--- src/design/asmt_pkg.sv ---
/*
  constants, field positions and types shared by the static memory
  access sequencer and its helpers.
  assumes a single 16-bit memory bank clocked from the system bus clock.
*/
package asmt_pkg;
  // bank control field positions
  localparam int CTL_ENABLE     = 31;
  localparam int CTL_BURST_WR   = 19;
  localparam int CTL_PAGE_HI    = 18;
  localparam int CTL_PAGE_LO    = 16;
  localparam int CTL_ASYNC_WAIT = 15;
  localparam int CTL_EXT_MODE   = 14;
  localparam int CTL_SYNC_WAIT  = 13;
  localparam int CTL_WAIT_POL   = 9;
  localparam int CTL_FLASH_EN   = 6;
  localparam int CTL_MEMORY_TYPE_HI    = 3;
  localparam int CTL_MEMORY_TYPE_LO    = 2;
  localparam int CTL_BANK_EN    = 0;
  localparam logic [1:0] MEMORY_TYPE_NOR = 2'h2;

  // read and write timing field positions
  localparam int TR_HLD_HI  = 31;
  localparam int TR_HLD_LO  = 30;
  localparam int TR_ACC_HI  = 29;
  localparam int TR_ACC_LO  = 28;
  localparam int TR_TURN_HI = 19;
  localparam int TR_TURN_LO = 16;
  localparam int TR_DSET_HI = 15;
  localparam int TR_DSET_LO = 8;
  localparam int TR_AHLD_HI = 7;
  localparam int TR_AHLD_LO = 4;
  localparam int TR_ASET_HI = 3;
  localparam int TR_ASET_LO = 0;

  // access mode field encodings
  localparam logic [1:0] ACC_A = 2'h0;
  localparam logic [1:0] ACC_B = 2'h1;
  localparam logic [1:0] ACC_C = 2'h2;
  localparam logic [1:0] ACC_D = 2'h3;

  // widths and sizes
  localparam int ADDR_W     = 26;
  localparam int DATA_W     = 16;
  localparam int BE_W       = 2;
  localparam int REQ_W      = 1 + BE_W + ADDR_W + DATA_W;
  localparam int FIFO_DEPTH = 16;
  localparam int CNT_W      = 9;

  typedef enum logic [2:0] {ST_IDLE, ST_ASET, ST_AHLD, ST_DSET, ST_DHLD, ST_TURN} asmt_phase_e;
  typedef enum logic [2:0] {MD_1, MD_2, MD_A, MD_B, MD_C, MD_D} asmt_mode_e;
endpackage

--- src/design/asmt_fifo.sv ---
/*
  request fifo with parameter width and depth, valid/ready on both sides.
  assumes one clock and an active-low asynchronous reset.
*/
`timescale 1ns/1ns
`default_nettype none
module asmt_fifo #(
  parameter int WIDTH = 45,
  parameter int DEPTH = 16
) (
  input  wire logic             clk_sys_in,
  input  wire logic             nrst_in,
  input  wire logic             in_valid_in,
  output logic                  in_ready_out,
  input  wire logic [WIDTH-1:0] in_data_in,
  output logic                  out_valid_out,
  input  wire logic             out_ready_in,
  output logic      [WIDTH-1:0] out_data_out
);
  localparam int AW = $clog2(DEPTH);
  localparam logic [AW:0] FULL_CNT = (AW+1)'(DEPTH);

  logic [WIDTH-1:0] mem [DEPTH];
  logic [AW-1:0]    wr_ptr, rd_ptr, next_wr_ptr, next_rd_ptr;
  logic [AW:0]      count, next_count;
  logic             push, pop;

  // handshakes and pointer arithmetic
  always_comb begin
    push        = in_valid_in && in_ready_out;
    pop         = out_valid_out && out_ready_in;
    next_wr_ptr = push ? AW'(wr_ptr + 1'b1) : wr_ptr;
    next_rd_ptr = pop ? AW'(rd_ptr + 1'b1) : rd_ptr;
    next_count  = AW'(0) + count + (AW+1)'(push) - (AW+1)'(pop);
  end

  // pointers, count and registered flags
  always_ff @(posedge clk_sys_in or negedge nrst_in) begin
    if (!nrst_in) begin
      wr_ptr        <= '0;
      rd_ptr        <= '0;
      count         <= '0;
      in_ready_out  <= 1'b1;
      out_valid_out <= 1'b0;
    end else begin
      wr_ptr        <= next_wr_ptr;
      rd_ptr        <= next_rd_ptr;
      count         <= next_count;
      in_ready_out  <= next_count != FULL_CNT;
      out_valid_out <= next_count != '0;
    end
  end

  // storage, no reset needed
  always_ff @(posedge clk_sys_in) begin
    if (push) begin
      mem[wr_ptr] <= in_data_in;
    end
  end

  assign out_data_out = mem[rd_ptr];
endmodule
`default_nettype wire

--- src/design/asmt_phase_cnt.sv ---
/*
  down counter timing one access phase; load takes length minus one.
  assumes the sequencer loads it on every phase entry.
*/
`timescale 1ns/1ns
`default_nettype none
module asmt_phase_cnt #(
  parameter int W = 9
) (
  input  wire logic         clk_sys_in,
  input  wire logic         nrst_in,
  input  wire logic         load_in,
  input  wire logic [W-1:0] value_in,
  input  wire logic         en_in,
  output logic              zero_out
);
  logic [W-1:0] count, next_count;

  // load wins, otherwise count down while enabled
  always_comb begin
    next_count = count;
    if (load_in) begin
      next_count = value_in;
    end else if (en_in && count != '0) begin
      next_count = W'(count - 1'b1);
    end
  end

  always_ff @(posedge clk_sys_in or negedge nrst_in) begin
    if (!nrst_in) begin
      count <= '0;
    end else begin
      count <= next_count;
    end
  end

  assign zero_out = count == '0;
endmodule
`default_nettype wire

--- src/design/asmt_seq.sv ---
/*
  asynchronous access sequencer for one static memory bank: modes 1, 2,
  A, B, C and D. requests pass a fifo, then address setup, address hold,
  data setup, data hold and turnaround phases drive the memory strobes.
  assumes configuration words are stable during an access and that all
  inputs, the memory wait among them, are synchronous to clk_sys_in.
*/
`timescale 1ns/1ns
`default_nettype none
module asmt_seq #(
  parameter int FIFO_DEPTH = asmt_pkg::FIFO_DEPTH
) (
  input  wire logic                        clk_sys_in,
  input  wire logic                        nrst_in,
  input  wire logic [31:0]                 bank_control_in,
  input  wire logic [31:0]                 bank_read_timing_in,
  input  wire logic [31:0]                 bank_write_timing_in,
  input  wire logic                        req_valid_in,
  output logic                             req_ready_out,
  input  wire logic                        req_write_in,
  input  wire logic [asmt_pkg::ADDR_W-1:0] req_addr_in,
  input  wire logic [asmt_pkg::DATA_W-1:0] req_wdata_in,
  input  wire logic [asmt_pkg::BE_W-1:0]   req_be_in,
  output logic                             rd_valid_out,
  output logic      [asmt_pkg::DATA_W-1:0] rd_data_out,
  output logic                             busy_out,
  input  wire logic                        mem_wait_in,
  input  wire logic [asmt_pkg::DATA_W-1:0] mem_data_in,
  output logic      [asmt_pkg::DATA_W-1:0] mem_data_out,
  output logic                             mem_data_oe_n_out,
  output logic      [asmt_pkg::ADDR_W-1:0] mem_addr_out,
  output logic                             chip_select_n_out,
  output logic                             output_enable_n_out,
  output logic                             write_enable_n_out,
  output logic      [asmt_pkg::BE_W-1:0]   byte_lane_n_out,
  output logic                             address_valid_n_out
);
  localparam int W = asmt_pkg::CNT_W;

  // phase length of one phase for a given timing word
  function automatic logic [W-1:0] phase_len(asmt_pkg::asmt_phase_e p, logic [31:0] tr,
                                              logic we, asmt_pkg::asmt_mode_e m);
    logic [W-1:0] len;
    len = '0;
    case (p)
      asmt_pkg::ST_ASET: len = W'(tr[asmt_pkg::TR_ASET_HI:asmt_pkg::TR_ASET_LO]);
      // address hold only in mode d
      asmt_pkg::ST_AHLD: len = (m == asmt_pkg::MD_D) ?
                               W'(tr[asmt_pkg::TR_AHLD_HI:asmt_pkg::TR_AHLD_LO]) : '0;
      // data setup, zero read as one
      asmt_pkg::ST_DSET: begin
        len = W'(tr[asmt_pkg::TR_DSET_HI:asmt_pkg::TR_DSET_LO]);
        if (len == '0) begin
          len = W'(1);
        end
      end
      asmt_pkg::ST_DHLD: len = W'(tr[asmt_pkg::TR_HLD_HI:asmt_pkg::TR_HLD_LO]) + W'(we);
      asmt_pkg::ST_TURN: len = W'(tr[asmt_pkg::TR_TURN_HI:asmt_pkg::TR_TURN_LO]);
      default: len = '0;
    endcase
    return len;
  endfunction

  // next phase in order, skipping empty ones
  function automatic asmt_pkg::asmt_phase_e advance(asmt_pkg::asmt_phase_e p,
                                                     logic [31:0] tr, logic we,
                                                     asmt_pkg::asmt_mode_e m);
    asmt_pkg::asmt_phase_e q;
    q = p;
    for (int i = 0; i < 5; i++) begin
      case (q)
        asmt_pkg::ST_IDLE: q = asmt_pkg::ST_ASET;
        asmt_pkg::ST_ASET: q = asmt_pkg::ST_AHLD;
        asmt_pkg::ST_AHLD: q = asmt_pkg::ST_DSET;
        asmt_pkg::ST_DSET: q = asmt_pkg::ST_DHLD;
        asmt_pkg::ST_DHLD: q = asmt_pkg::ST_TURN;
        default:           q = asmt_pkg::ST_IDLE;
      endcase
      if (q == asmt_pkg::ST_IDLE || phase_len(q, tr, we, m) != '0) begin
        break;
      end
    end
    return q;
  endfunction

  // waveform variant from control and timing words
  function automatic asmt_pkg::asmt_mode_e resolve_mode(logic [31:0] ctl, logic [31:0] tr);
    asmt_pkg::asmt_mode_e m;
    m = asmt_pkg::MD_1;
    if (!ctl[asmt_pkg::CTL_EXT_MODE]) begin
      m = (ctl[asmt_pkg::CTL_MEMORY_TYPE_HI:asmt_pkg::CTL_MEMORY_TYPE_LO] == asmt_pkg::MEMORY_TYPE_NOR) ?
          asmt_pkg::MD_2 : asmt_pkg::MD_1;
    end else begin
      case (tr[asmt_pkg::TR_ACC_HI:asmt_pkg::TR_ACC_LO])
        asmt_pkg::ACC_A: m = asmt_pkg::MD_A;
        asmt_pkg::ACC_B: m = asmt_pkg::MD_B;
        asmt_pkg::ACC_C: m = asmt_pkg::MD_C;
        default:         m = asmt_pkg::MD_D;
      endcase
    end
    return m;
  endfunction

  asmt_pkg::asmt_phase_e state, next_state;
  asmt_pkg::asmt_mode_e  cur_mode, next_mode;
  logic [31:0]                 cur_tr, next_tr, sel_tr;
  logic                        cur_we, next_we;
  logic [asmt_pkg::ADDR_W-1:0] cur_addr, next_addr;
  logic [asmt_pkg::DATA_W-1:0] cur_wdata, next_wdata, next_rd_data;
  logic [asmt_pkg::BE_W-1:0]   cur_be, next_be, next_lanes;
  logic                        next_rd_valid, next_active, toggle_oe, next_oe_n, next_adv_n;
  logic [asmt_pkg::REQ_W-1:0]  fifo_data;
  logic                        fifo_valid, pop, cnt_load, cnt_zero, waiting, phase_end;
  logic [W-1:0]                cnt_val, cnt_len;
  logic [W-1:0]                ph_cycles;

  // request fifo, back-pressure reaches the requester
  asmt_fifo #(.WIDTH(asmt_pkg::REQ_W), .DEPTH(FIFO_DEPTH)) u_fifo (
    .clk_sys_in   (clk_sys_in),
    .nrst_in      (nrst_in),
    .in_valid_in  (req_valid_in),
    .in_ready_out (req_ready_out),
    .in_data_in   ({req_write_in, req_be_in, req_addr_in, req_wdata_in}),
    .out_valid_out(fifo_valid),
    .out_ready_in (pop),
    .out_data_out (fifo_data)
  );

  // phase timer, frozen in data setup while the memory holds wait
  asmt_phase_cnt #(.W(W)) u_cnt (
    .clk_sys_in(clk_sys_in),
    .nrst_in   (nrst_in),
    .load_in   (cnt_load),
    .value_in  (cnt_val),
    .en_in     (!waiting),
    .zero_out  (cnt_zero)
  );

  // wait polarity counts only with wait support
  assign waiting = state == asmt_pkg::ST_DSET && bank_control_in[asmt_pkg::CTL_ASYNC_WAIT] &&
                   (mem_wait_in == bank_control_in[asmt_pkg::CTL_WAIT_POL]);
  assign phase_end = cnt_zero && !waiting;

  // write timing only in extended mode
  assign sel_tr = (bank_control_in[asmt_pkg::CTL_EXT_MODE] && fifo_data[asmt_pkg::REQ_W-1]) ?
                  bank_write_timing_in : bank_read_timing_in;

  // sequencer next state; burst, page and sync wait bits never read
  always_comb begin
    next_state    = state;
    next_mode     = cur_mode;
    next_tr       = cur_tr;
    next_we       = cur_we;
    next_addr     = cur_addr;
    next_wdata    = cur_wdata;
    next_be       = cur_be;
    next_rd_valid = 1'b0;
    next_rd_data  = rd_data_out;
    pop           = 1'b0;
    cnt_load      = 1'b0;
    cnt_len       = '0;
    case (state)
      asmt_pkg::ST_IDLE: begin
        // one access at a time, bank must be enabled
        if (fifo_valid && bank_control_in[asmt_pkg::CTL_ENABLE] &&
            bank_control_in[asmt_pkg::CTL_BANK_EN]) begin
          pop        = 1'b1;
          next_mode  = resolve_mode(bank_control_in, sel_tr);
          next_tr    = sel_tr;
          {next_we, next_be, next_addr, next_wdata} = fifo_data;
          next_state = advance(asmt_pkg::ST_IDLE, next_tr, next_we, next_mode);
          cnt_load   = 1'b1;
          cnt_len    = phase_len(next_state, next_tr, next_we, next_mode);
        end
      end
      asmt_pkg::ST_ASET, asmt_pkg::ST_AHLD, asmt_pkg::ST_DSET,
      asmt_pkg::ST_DHLD, asmt_pkg::ST_TURN: begin
        if (phase_end) begin
          // sample read data while output enable is still low
          if (state == asmt_pkg::ST_DSET && !cur_we) begin
            next_rd_valid = 1'b1;
            next_rd_data  = mem_data_in;
          end
          next_state = advance(state, cur_tr, cur_we, cur_mode);
          cnt_load   = next_state != asmt_pkg::ST_IDLE;
          cnt_len    = phase_len(next_state, cur_tr, cur_we, cur_mode);
        end
      end
      default: next_state = asmt_pkg::ST_IDLE;
    endcase
    cnt_val = W'(cnt_len - 1'b1);
  end

  // memory strobe values for the coming cycle
  always_comb begin
    next_active = next_state inside {asmt_pkg::ST_ASET, asmt_pkg::ST_AHLD,
                                     asmt_pkg::ST_DSET, asmt_pkg::ST_DHLD};
    // output enable toggles in modes a, c, d
    toggle_oe   = next_mode inside {asmt_pkg::MD_A, asmt_pkg::MD_C, asmt_pkg::MD_D};
    next_oe_n   = !(!next_we && (next_state == asmt_pkg::ST_DSET ||
                   (!toggle_oe && next_active && next_state != asmt_pkg::ST_DHLD)));
    // reads hold both byte lanes low
    next_lanes  = !next_active ? '1 : (next_we ? ~next_be : '0);
    // address valid pulses in setup for nor modes and mode d
    next_adv_n  = !(next_state == asmt_pkg::ST_ASET &&
                    !(next_mode inside {asmt_pkg::MD_1, asmt_pkg::MD_A}));
  end

  // every memory output comes from a rising-edge flop
  always_ff @(posedge clk_sys_in or negedge nrst_in) begin
    if (!nrst_in) begin
      state               <= asmt_pkg::ST_IDLE;
      cur_mode            <= asmt_pkg::MD_1;
      cur_tr              <= '0;
      cur_we              <= 1'b0;
      cur_addr            <= '0;
      cur_wdata           <= '0;
      cur_be              <= '0;
      ph_cycles           <= '0;
      rd_valid_out        <= 1'b0;
      rd_data_out         <= '0;
      busy_out            <= 1'b0;
      mem_data_out        <= '0;
      mem_data_oe_n_out   <= 1'b1;
      mem_addr_out        <= '0;
      chip_select_n_out   <= 1'b1;
      output_enable_n_out <= 1'b1;
      write_enable_n_out  <= 1'b1;
      byte_lane_n_out     <= '1;
      address_valid_n_out <= 1'b1;
    end else begin
      state               <= next_state;
      cur_mode            <= next_mode;
      cur_tr              <= next_tr;
      cur_we              <= next_we;
      cur_addr            <= next_addr;
      cur_wdata           <= next_wdata;
      cur_be              <= next_be;
      ph_cycles           <= (next_state != state) ? '0 : W'(ph_cycles + 1'b1);
      rd_valid_out        <= next_rd_valid;
      rd_data_out         <= next_rd_data;
      busy_out            <= next_state != asmt_pkg::ST_IDLE;
      mem_data_out        <= next_wdata;
      mem_data_oe_n_out   <= !(next_active && next_we);
      mem_addr_out        <= next_addr;
      // chip select low only inside an access
      chip_select_n_out   <= !next_active;
      output_enable_n_out <= next_oe_n;
      // write enable low only in data setup
      write_enable_n_out  <= !(next_we && next_state == asmt_pkg::ST_DSET);
      byte_lane_n_out     <= next_lanes;
      address_valid_n_out <= next_adv_n;
    end
  end

  logic [W-1:0] aset_f, ahld_f, dset_f, turn_f, hld_f;
  assign aset_f = W'(cur_tr[asmt_pkg::TR_ASET_HI:asmt_pkg::TR_ASET_LO]);
  assign ahld_f = W'(cur_tr[asmt_pkg::TR_AHLD_HI:asmt_pkg::TR_AHLD_LO]);
  assign dset_f = W'(cur_tr[asmt_pkg::TR_DSET_HI:asmt_pkg::TR_DSET_LO]);
  assign turn_f = W'(cur_tr[asmt_pkg::TR_TURN_HI:asmt_pkg::TR_TURN_LO]);
  assign hld_f  = W'(cur_tr[asmt_pkg::TR_HLD_HI:asmt_pkg::TR_HLD_LO]);
endmodule
`default_nettype wire

--- config.mk ---
export PLATFORM = sky130hd
export DESIGN_NAME = asmt_seq
export DESIGN_NICKNAME = d
export VERILOG_FILES = /design/src/design/asmt_pkg.sv /design/src/design/asmt_fifo.sv /design/src/design/asmt_phase_cnt.sv /design/src/design/asmt_seq.sv
export SDC_FILE = /design/constraint.sdc
export NUM_CORES = 1
export LEC_CHECK = 0
export BUFFER_PORTS_ARGS = -buffer_cell sky130_fd_sc_hd__clkbuf_2
export CORE_MARGIN = 2
export CORE_UTILIZATION = 40
export CTS_CLUSTER_DIAMETER = 100
export CTS_CLUSTER_SIZE = 28
export DETAILED_ROUTE_END_ITERATION = 16
export GPL_ROUTABILITY_DRIVEN = 0
export PLACE_DENSITY = 0.54
export SLEW_MARGIN = 40
export SYNTH_ARGS = -nofsm -noshare
export SYNTH_HDL_FRONTEND = slang
export SYNTH_SLANG_ARGS = --single-unit
--- constraint.sdc ---
create_clock -name clk_sys_in -period 4.4 [get_ports clk_sys_in]
set_input_delay 0.22 -clock clk_sys_in [delete_from_list [all_inputs] [get_ports clk_sys_in]]
set_output_delay 0.22 -clock clk_sys_in [all_outputs]
set_load 0.02 [all_outputs]
==> results of run 1 <==
-- cell families after synthesis --
| logic type | Yosys count | synth area share |
|---|---|---|
| buf+inv | 107 | 0.0136 |
| simple gates | 352 | 0.0489 |
| flops | 842 | 0.737 |
| mux | 261 | 0.161 |
| xor+xnor | 19 | 0.00520 |
| compound gates | 123 | 0.0279 |
| fa+ha+maj | 15 | 0.00579 |
-- placed cells by master (no fill, tap or decap), drive strengths merged, types with 3 or more instances in the layout --
master | synthesis | final
mux2 | 21 | 21
clkbuf | 49 | 247
inv | 23 | 27
a31oi | 18 | 18
dfrtp | 114 | 114
nor4 | 15 | 15
mux4 | 220 | 220
o311ai | 3 | 3
a21oi | 23 | 23
ha | 13 | 13
xor2 | 3 | 3
nor2 | 37 | 37
nand2 | 217 | 217
dlygate4sd3 | 0 | 90
nand2b | 3 | 3
and3 | 9 | 9
xnor2 | 16 | 16
or3 | 6 | 6
dfstp | 8 | 8
and2 | 16 | 16
buf | 32 | 44
nor3 | 8 | 8
a22oi | 10 | 10
mux2i | 20 | 20
nand3 | 15 | 15
nor2b | 6 | 6
nand4 | 4 | 4
a211oi | 6 | 6
edfxtp | 720 | 720
o21a | 4 | 4
a21o | 4 | 4
o31ai | 3 | 3
a32oi | 5 | 5
o21ai | 22 | 22
clkinv | 3 | 9
o32ai | 4 | 4
or4 | 4 | 4
-- state kept, by name, summed over array words and instances, names as in the netlist, 2 cells and up --
register	flops
state	3
byte_lane_n_out	2
rd_data_out	16
cur_wdata	16
cur_be	2
u_fifo.count	5
u_fifo.mem	720
u_cnt.count	9
u_fifo.wr_ptr	4
cur_addr	26
cur_mode	3
cur_tr	22
u_fifo.rd_ptr	4
-- worst max-delay path by stage --
stage | start | to | slack, ns | cells past startpoint
after floorplan | state[0]$_DFF_PN0_ | u_fifo.out_valid_out$_DFF_PN0_ | 0.90 | 16
after detailed placement | u_fifo.rd_ptr[1]$_DFFE_PN0P_ | u_cnt.count[4]$_DFFE_PN0P_ | 0.64 | 13
after global placement | u_fifo.rd_ptr[0]$_DFFE_PN0P_ | cur_addr[1]$_DFFE_PN0P_ | 0.62 | 6
after global routing | state[1]$_DFF_PN0_ | u_cnt.count[4]$_DFFE_PN0P_ | 0.37 | 13
final | u_fifo.rd_ptr[1]$_DFFE_PN0P_ | u_cnt.count[4]$_DFFE_PN0P_ | 0.58 | 13
after CTS | u_fifo.rd_ptr[1]$_DFFE_PN0P_ | u_cnt.count[4]$_DFFE_PN0P_ | 0.60 | 13
-- power groups by stage --
stage	registers, mW	logic, mW	clock network, mW
floorplan	10.8	4.98	0
global placement	10.7	7.22	0
detailed placement	10.7	7.31	0
CTS	10.6	7.51	4.48
global route	10.7	8.01	4.73
finish	10.6	7.40	4.33
-- final cells by class --
class                      instances  area [um2]  share of cell area
timing repair buffer             321        2390              0.0627
tap                             1080        1350              0.0354
clock inverter                    10         160             0.00420
antenna                            1        2.50           0.0000656
multi-input combinational        770        8380               0.220
sequential                       842       24700               0.647
clock buffer                      60        1060              0.0279
inverter                          26         100             0.00262
-- metrics by stage --
step,hold WS [ns],total power [mW],setup WS [ns],area (um2),utilization
5_1_grt,0.0278,23.4,0.365,38100,0.458
3_5_place_dp,0.330,18.1,0.638,36000,0.432
6_report,0.0246,22.3,0.576,38100,0.458
4_1_cts,0.0000722,22.6,0.602,38100,0.457
2_1_floorplan,-0.0756,15.8,0.897,33500,-
3_3_place_gp,0.315,17.9,0.620,35900,0.431
-- worst max-delay path, delay by kind of cell, from the launching register on --
family                   cells  cell delay (ns)
adder cells (fa/ha/maj)      1             0.20
AO/OA/AOI/OAI                5             1.01
flip-flops                   1             0.70
buffers and inverters        2             0.30
multiplexers                 2             0.65
XOR/XNOR                     1             0.19
AND/OR/NAND/NOR              2             0.63
-- routing by layer --
| layer | track usage | part of all wire | wire, um |
|---|---|---|---|
| met2 | 0.316 | 0.50 | 39700 |
| met4 | 0.0448 | 0.021 | 1640 |
| met1 | 0.257 | 0.44 | 34900 |
| met5 | 0 | 0.00043 | 34 |
| met3 | 0.0194 | 0.040 | 3200 |
==> impl_metrics.toml, run 1 <==
[cts]
root_buffer = "clkbuf_16"
postCtsSetupBuffers = 0
cts_buffers = 39
cts.sinks = 842
cts_tree = "built"
cts_resized = 0
path_clk_slew_ns = 0.11
cts_buffer_depth = 3
clk_latency_ns = 0.62
h-tree-depth = 2
cts_hold_buf = 90

[setup_path]
start_kind = "register"
crit_required_ns = 4.86
r2r_cells = 13
setup.worst_path.end_class = "register"
cp_slowest_cell = "dfrtp_4"
critPathMaxStageDelay_ns = 0.70
path_cells = "mux2i_1, a221oi_1, a22oi_2, inv_2, nand2_2, mux2_2, a21oi_1, o221a_2, ha_1, inv_1, nor4_1, xor2_1, a21oi_1"
r2r_slack_ns = 0.58
critical_path.reg2reg.endpoint = "u_cnt.count[4]$_DFFE_PN0P_"
cp_common_cell = "a21oi_1"
path_max_fanout = 24
r2r_start = "u_fifo.rd_ptr[1]$_DFFE_PN0P_"
crit_type = "reg2reg"
worstPathArrival_ns = 4.28

[pwr]
p_int_mw = 15.2
ir_worst_vdd_mv = 0.326
swShare = 0.320
power.density_nw_per_um2 = 585
leakage_nw = 13.0
pwr-share-seq = 0.474
switchingPower_mw = 7.14
p_comb_frac = 0.332
clkPwrFrac = 0.194

[synth]
synth_nets = 1894
syn_area_um2 = 33500
yosys_warnings = 0
yosysSeqAreaShare = 0.737
ys_ff_latch = 842
ys_top_cells_by_area = "edfxtp_1, mux4_2, dfrtp_1"
synth_edf_count = 720
post-synth-top-count-cell = "edfxtp_1"
synth_top_area_frac = 0.646
yosysTopAreaCell = "edfxtp_1"
postSynthAreaPerCell_um2 = 19.5
netlist_top_cells_count = "edfxtp_1, mux4_2, nand2_1"
postSynthCellCount = 1719
synthFlopType = "edfxtp_1"
synth.distinct_cells = 88
async_flop_share = 0.145

[global_routing]
grt_use_total = 0.185
overflow = 0
grt_pass1_wl_um = 117000
antenna_found_initial = 4
grt_pass1_vias = 17700
grt_start_max_net_pins = 92

[timing]
finClkSkew_ns = 0.0321
relSlewSlack = 0.438
tightest_slew_ns = 0.843
finalSetupTns_ns = 0
fmax_mhz = 262
fin_crit_ns = 3.82
slew_violations = 0
finalCritPeriodShare = 0.869
setup_violations = 0
hold_viol_final = 0
rsz0062_at_grt = "false"

[cells_and_area]
drive_gt1_frac = 0.287
final_cells = 3110
syn_to_final_growth_pct = 14.0
nFillCells = 7084
nets = 2175

[floorplan]
start_util = 0.402
die_w_um = 293
rows = 106
core_um2 = 83300
io_pins = 229
die_h_um = 293
dieArea_um2 = 86000

[route]
avgRoutedWirePerCell_um = 25.6
drt-initial-drc-count = 1484
vias_per_cell = 5.50
drt-total-wl_um = 79500
drt.antenna.violating_nets = 0
drc = 0
firstDrtPassIters = 4
vias = 17100

[placement]
hpwl_um = 43800
portBuffers = 187
placed_cells = 2948

[hold_path]
holdPathEnd = "cur_tr[12]$_DFFE_PN0P_"
hold_path_startpoint = "bank_read_timing_in[12]"
min_path_type = "in2reg"
min_path_cells = 3

[job]
maxCapViolCount = 0

[outcome]
status = "complete, no violations"
(Power assumes the default switching activity.)
==> run 2: changes to the inputs <==
BUFFER_PORTS_ARGS = unset   (was -buffer_cell sky130_fd_sc_hd__clkbuf_2)
CORE_MARGIN = unset   (was 2)
DONT_BUFFER_PORTS = 1   (was unset)
PLACE_DENSITY = 0.51   (was 0.54)
==> run 2 against run 1 <==
Net effect:
- first-iteration DRC count fell by 15%
- flip-flop and latch count unchanged
- clock power rose by 1%
- global-route usage increased by 0.45 points
- critical endpoint is now u_cnt.count[6]$_DFFE_PN0P_
- largest power group unchanged
- highest routed layer unchanged
==> impl_metrics.toml, run 2 (same netlist as run 1, synthesis figures left out) <==
[setup_path]
cp_slowest_cell = "buf_4"
r2r_slack_ns = 0.46
crit_type = "reg2reg"
worstPathArrival_ns = 4.46
r2r_cells = 10
critical_path.reg2reg.endpoint = "u_cnt.count[6]$_DFFE_PN0P_"
path_max_fanout = 42
critPathMaxStageDelay_ns = 0.62
crit_required_ns = 4.91
start_kind = "register"
setup.worst_path.end_class = "register"
path_cells = "or2_2, nor2_1, nand4_1, inv_4, buf_4, a31oi_1, nor2_4, nand3_1, o31a_1, o31ai_1"
r2r_start = "state[1]$_DFF_PN0_"

[cells_and_area]
final_cells = 2941
nets = 2016
final_common_cell = "edfxtp_1"
nFillCells = 6966
design_area_um2 = 37600
final_cell_mix = "edfxtp_1, mux4_2, nand2_1, dlygate4sd3_1, dfrtp_1"
top_regs = "u_fifo.mem (720), cur_addr (26), cur_tr (22)"
syn_to_final_growth_pct = 12.2
regMostFlops = "u_fifo.mem"
largest_reg_flops = 720
fin_util = 0.455
drive_gt1_frac = 0.215

[floorplan]
start_util = 0.406
rows = 105
die_h_um = 291
io_pins = 229
core_um2 = 82500
die_w_um = 291
dieArea_um2 = 84800

[route]
vias = 16500
drt.antenna.violating_nets = 0
wl_met3_um = 3600
firstDrtPassIters = 5
vias_per_cell = 5.61
drc = 0
drt-total-wl_um = 79300
maxUsedRoutingLayer = "met5"
met2RoutedLength_um = 40000
routedLengthMet1_um = 34300
avgRoutedWirePerCell_um = 27.0
drt-initial-drc-count = 1261

[timing]
finClkSkew_ns = 0.0258
tightest_slew_ns = 0.820
finalCritPeriodShare = 0.897
fin_crit_ns = 3.94
slew_violations = 0
layout_setup_ws_ns = 0.455
relSlewSlack = 0.453
rsz0062_at_grt = "false"
hold_viol_final = 0
finalSetupTns_ns = 0
setup_violations = 0
fmax_mhz = 254

[pwr]
p_comb_frac = 0.309
swShare = 0.321
ir_worst_vdd_mv = 0.368
clkPwrFrac = 0.198
power.density_nw_per_um2 = 590
p_int_mw = 15.0
pwr-share-seq = 0.493
switchingPower_mw = 7.11
leakage_nw = 12.3

[placement]
post_dp_cell_area_um2 = 35100
dpl_worst_slack_ns = 0.495
hpwl_um = 46100
portBuffers = 0
placed_cells = 2755

[cts]
cts_tree = "built"
cts_buffer_depth = 3
cts_resized = 0
path_clk_slew_ns = 0.10
postCtsSetupBuffers = 0
cts.sinks = 842
cts_buffers = 39
clk_latency_ns = 0.61
root_buffer = "clkbuf_16"
h-tree-depth = 2

[global_routing]
grt_start_max_net_pins = 123
grt_use_total = 0.190
overflow = 0
grt_pass1_wl_um = 118000
antenna_found_initial = 7
grt_pass1_vias = 17800

[hold_path]
holdPathEnd = "state[1]$_DFF_PN0_"
min_path_cells = 4
hold_path_startpoint = "bank_control_in[14]"
min_path_type = "in2reg"

[job]
maxCapViolCount = 0

[outcome]
status = "complete, no violations"
[run 2: cell count changes in the layout (fill, tap and decap cells not counted), sizes merged]
cell / delta
inv: +2
diode: +1
clkinv: -3
clkbuf: -189
buf: +4
dlygate4sd3: +24
clkinvlp: +2
[run 2: per-stage QoR]
stage,power (mW),hold slack (ns)
final,22.2,0.169
after global placement,17.6,-0.0712
after detailed placement,17.8,-0.0710
after floorplan,15.8,-0.0756
after CTS,22.5,0.116
after global routing,23.3,0.200
[run 2: worst max-delay path by stage]
stage                                 startpoint                        endpoint  slack [ns]  depth (start not counted)
floorplan                     state[0]$_DFF_PN0_  u_fifo.out_valid_out$_DFF_PN0_        0.90                         16
global placement    u_fifo.rd_ptr[1]$_DFFE_PN0P_      u_cnt.count[4]$_DFFE_PN0P_        0.56                         14
detailed placement            state[1]$_DFF_PN0_      u_cnt.count[6]$_DFFE_PN0P_        0.50                         10
CTS                           state[1]$_DFF_PN0_      u_cnt.count[6]$_DFFE_PN0P_        0.47                         10
global route                  state[1]$_DFF_PN0_      u_cnt.count[6]$_DFFE_PN0P_        0.21                         10
finish                        state[1]$_DFF_PN0_      u_cnt.count[6]$_DFFE_PN0P_        0.46                         10
[run 2: layout make-up]
class	count	area [um2]	area share
flip-flops and latches	842	24700	0.657
well taps	1070	1340	0.0356
inverters	26	103	0.00273
diodes	2	5.00	0.000133
clock inverters	11	159	0.00423
repair buffers	162	1800	0.0478
clock buffers	58	1080	0.0287
multi-input cells	770	8390	0.223
[run 2: critical path, delay by kind of cell, from the launching register on]
| kind | cells | cell delay [ns] |
|---|---|---|
| buf+inv | 2 | 0.98 |
| compound gates | 3 | 0.78 |
| simple gates | 5 | 1.47 |
| flops | 1 | 0.61 |
[run 2: power groups by stage]
stage	logic (mW)	registers [mW]	clock network, mW
after floorplan	4.98	10.8	0
after global placement	6.48	11.1	0
after detailed placement	6.68	11.1	0
after CTS	7.02	10.9	4.54
after global routing	7.46	11.1	4.78
final	6.85	10.9	4.38
[run 2: layer usage]
metal | GRT usage | vias up
li1 | - | 7127
met3 | 0.0274 | 83
met2 | 0.327 | 422
met1 | 0.256 | 8850
met4 | 0.0388 | 10
met5 | 0 | -
[run 2: timing repair]
| action | CTS | global route |
|---|---|---|
| hold endpoints to repair | 886 | 0 |
| hold buffers | 115 | 0 |
| endpoints found under the setup margin | 0 | 0 |
==> run 3: changes to the inputs <==
SYNTH_HIERARCHICAL = 1   (was unset)
==> run 3 against run 2 <==
Net effect:
- clock skew rose by 0.011 ns
- register-to-register slack got worse by 0.11 ns
- synthesized cell count rose by 19%
- non-clock buffer count rose by 13
- count of clock-buffer cells in the layout rose by 3
- sequential power fell by 7%
- largest power group unchanged
==> impl_metrics.toml, run 3 <==
[timing]
finalSetupTns_ns = 0
finalCritPeriodShare = 0.921
hold_ws_ns = 0.0729
hold_viol_final = 0
fmax_mhz = 247
finClkSkew_ns = 0.0367
rsz0062_at_grt = "false"
setup_violations = 0
slew_violations = 0
fin_crit_ns = 4.05
layout_setup_ws_ns = 0.347
tightest_slew_ns = 0.844
relSlewSlack = 0.436

[synth]
syn_area_um2 = 34000
async_flop_share = 0.145
yosysTopAreaCell = "edfxtp_1"
synth_edf_count = 720
synth.distinct_cells = 82
ys_top_cells_by_area = "edfxtp_1, dfrtp_1, mux4_2"
yosys_warnings = 6
synth_top_area_frac = 0.635
postSynthAreaPerCell_um2 = 16.7
synth_nets = 2215
synthFlopType = "edfxtp_1"
ys_ff_latch = 842
postSynthCellCount = 2039
post-synth-top-count-cell = "edfxtp_1"
netlist_top_cells_count = "edfxtp_1, nand2_1, mux2i_1"
yosysSeqAreaShare = 0.725

[outcome]
status = "complete, no violations"

[route]
vias = 18200
wl_met3_um = 4130
met2RoutedLength_um = 41100
drt-initial-drc-count = 1329
drt-total-wl_um = 82700
avgRoutedWirePerCell_um = 24.9
drt.antenna.violating_nets = 0
drc = 0
maxUsedRoutingLayer = "met5"
routedLengthMet1_um = 36000
vias_per_cell = 5.49
firstDrtPassIters = 5

[setup_path]
start_kind = "register"
setup.worst_path.end_class = "register"
r2r_slack_ns = 0.35
crit_required_ns = 4.92
crit_type = "reg2reg"
path_max_fanout = 7
worstPathArrival_ns = 4.57

[global_routing]
grt_start_max_net_pins = 123
overflow = 0
grt_use_total = 0.193
antenna_found_initial = 12
grt_pass1_vias = 18900
grt_pass1_wl_um = 123000

[cts]
cts_tree = "built"
cts_buffers = 40
path_clk_slew_ns = 0.11
root_buffer = "clkbuf_16"
cts_buffer_depth = 3
clk_latency_ns = 0.61
h-tree-depth = 2
cts.sinks = 842
cts_resized = 0

[floorplan]
core_um2 = 84000
dieArea_um2 = 86200
die_w_um = 294
start_util = 0.405
io_pins = 229
die_h_um = 294
rows = 106

[placement]
portBuffers = 0
post_dp_cell_area_um2 = 35600
hpwl_um = 46700
dpl_worst_slack_ns = 0.279

[pwr]
power.density_nw_per_um2 = 467
leakage_nw = 12.6
switchingPower_mw = 5.08
clkPwrFrac = 0.253
p_comb_frac = 0.178
ir_worst_vdd_mv = 0.334
p_int_mw = 12.7
totalPowerFinal_mw = 17.8
swShare = 0.286
pwr-share-seq = 0.569

[cells_and_area]
largest_reg_flops = 720
final_cell_mix = "edfxtp_1, nand2_1, mux2i_1, a22oi_1, dfrtp_1"
top_regs = "u_fifo/mem (720), cur_addr (26), cur_tr (22)"
nets = 2324
drive_gt1_frac = 0.132
final_common_cell = "edfxtp_1"
regMostFlops = "u_fifo/mem"
syn_to_final_growth_pct = 11.8
design_area_um2 = 38000
nFillCells = 7329

[hold_path]
min_path_type = "in2reg"

[job]
maxCapViolCount = 0
==> run 3: cell count changes after synthesis, sizes merged, moves of 27 or more <==
cell	change
nand2	+43
mux4	-130
mux2i	+170
buf	+27
a22oi	+131
nand3	+47
==> run 3: cells by family after synthesis <==
group	count (synthesis)	share of synthesized area
AND/OR/NAND/NOR	465	0.0627
XOR/XNOR	17	0.00438
multiplexers	299	0.122
buffers and inverters	136	0.0209
AO/OA/AOI/OAI	264	0.0587
adder cells (fa/ha/maj)	16	0.00603
flip-flops	842	0.725
==> run 3: through the flow <==
step	std cells	utilization
3_5_place_dp	3125	0.424
5_1_grt	3316	0.453
4_1_cts	3308	0.453
6_report	3317	0.453
2_1_floorplan	2039	-
3_3_place_gp	3125	0.424
==> run 3: worst max-delay path: stages, from the launching register on <==
cell and delay, ns:
dfrtp_1 0.44, inv_1 0.10, ha_1 0.21, or4b_1 0.48, nor2_1 0.44, o31ai_2 0.26
or3b_2 0.58, o22ai_1 0.42, nor2_1 0.15, ha_1 0.25, nand3_1 0.14, nor3_1 0.07
nand2_1 0.09, xor2_1 0.15, nand2_1 0.08, o311ai_1 0.09
==> run 3: final cells by class <==
cell class / count / area, um2 / area share
Inverter: 28 / 106 / 0.00280
Tap cell: 1134 / 1420 / 0.0373
Clock inverter: 11 / 188 / 0.00493
Antenna cell: 5 / 12.5 / 0.000329
Clock buffer: 61 / 1100 / 0.0289
Sequential cell: 842 / 24700 / 0.649
Timing Repair Buffer: 175 / 1720 / 0.0451
Multi-Input combinational cell: 1061 / 8810 / 0.232
==> run 3: final timing paths <==
kind | start | end | cells past startpoint
worst max-delay path | u_cnt/count[0]$_DFFE_PN0P_ | u_cnt/count[6]$_DFFE_PN0P_ | 15
worst min-delay path | bank_read_timing_in[28] | cur_mode[0]$_DFF_PN0_ | 3
worst max register to register | u_cnt/count[0]$_DFFE_PN0P_ | u_cnt/count[6]$_DFFE_PN0P_ | 15
worst min register to register | cur_be[0]$_DFF_PN0_ | cur_be[0]$_DFF_PN0_ | 2
max in group asynchronous | nrst_in | rd_data_out[14]$_DFFE_PN0P_ | 2
min in group asynchronous | nrst_in | cur_wdata[3]$_DFFE_PN0P_ | 2
==> run 3: routing by layer <==
metal  track usage  vias to the layer above
met1         0.258                     9540
met4        0.0407                       10
met3        0.0336                       93
met2         0.329                      396
met5             0                        -
li1              -                     8155
==> run 3: repair_timing <==
action,4_1_cts,5_1_grt
setup endpoints to repair,0,5
setup buffers,0,4
hold endpoints to repair,882,0
hold buffers,111,0
==> run 3: power by group through the flow <==
stage / combinational (mW) / clock [mW] / sequential, mW
final: 3.16 / 4.49 / 10.1
after global routing: 3.47 / 4.91 / 10.2
after CTS: 3.20 / 4.66 / 10.1
after detailed placement: 2.97 / 0 / 10.3
after global placement: 2.91 / 0 / 10.3
after floorplan: 2.21 / 0 / 10.2
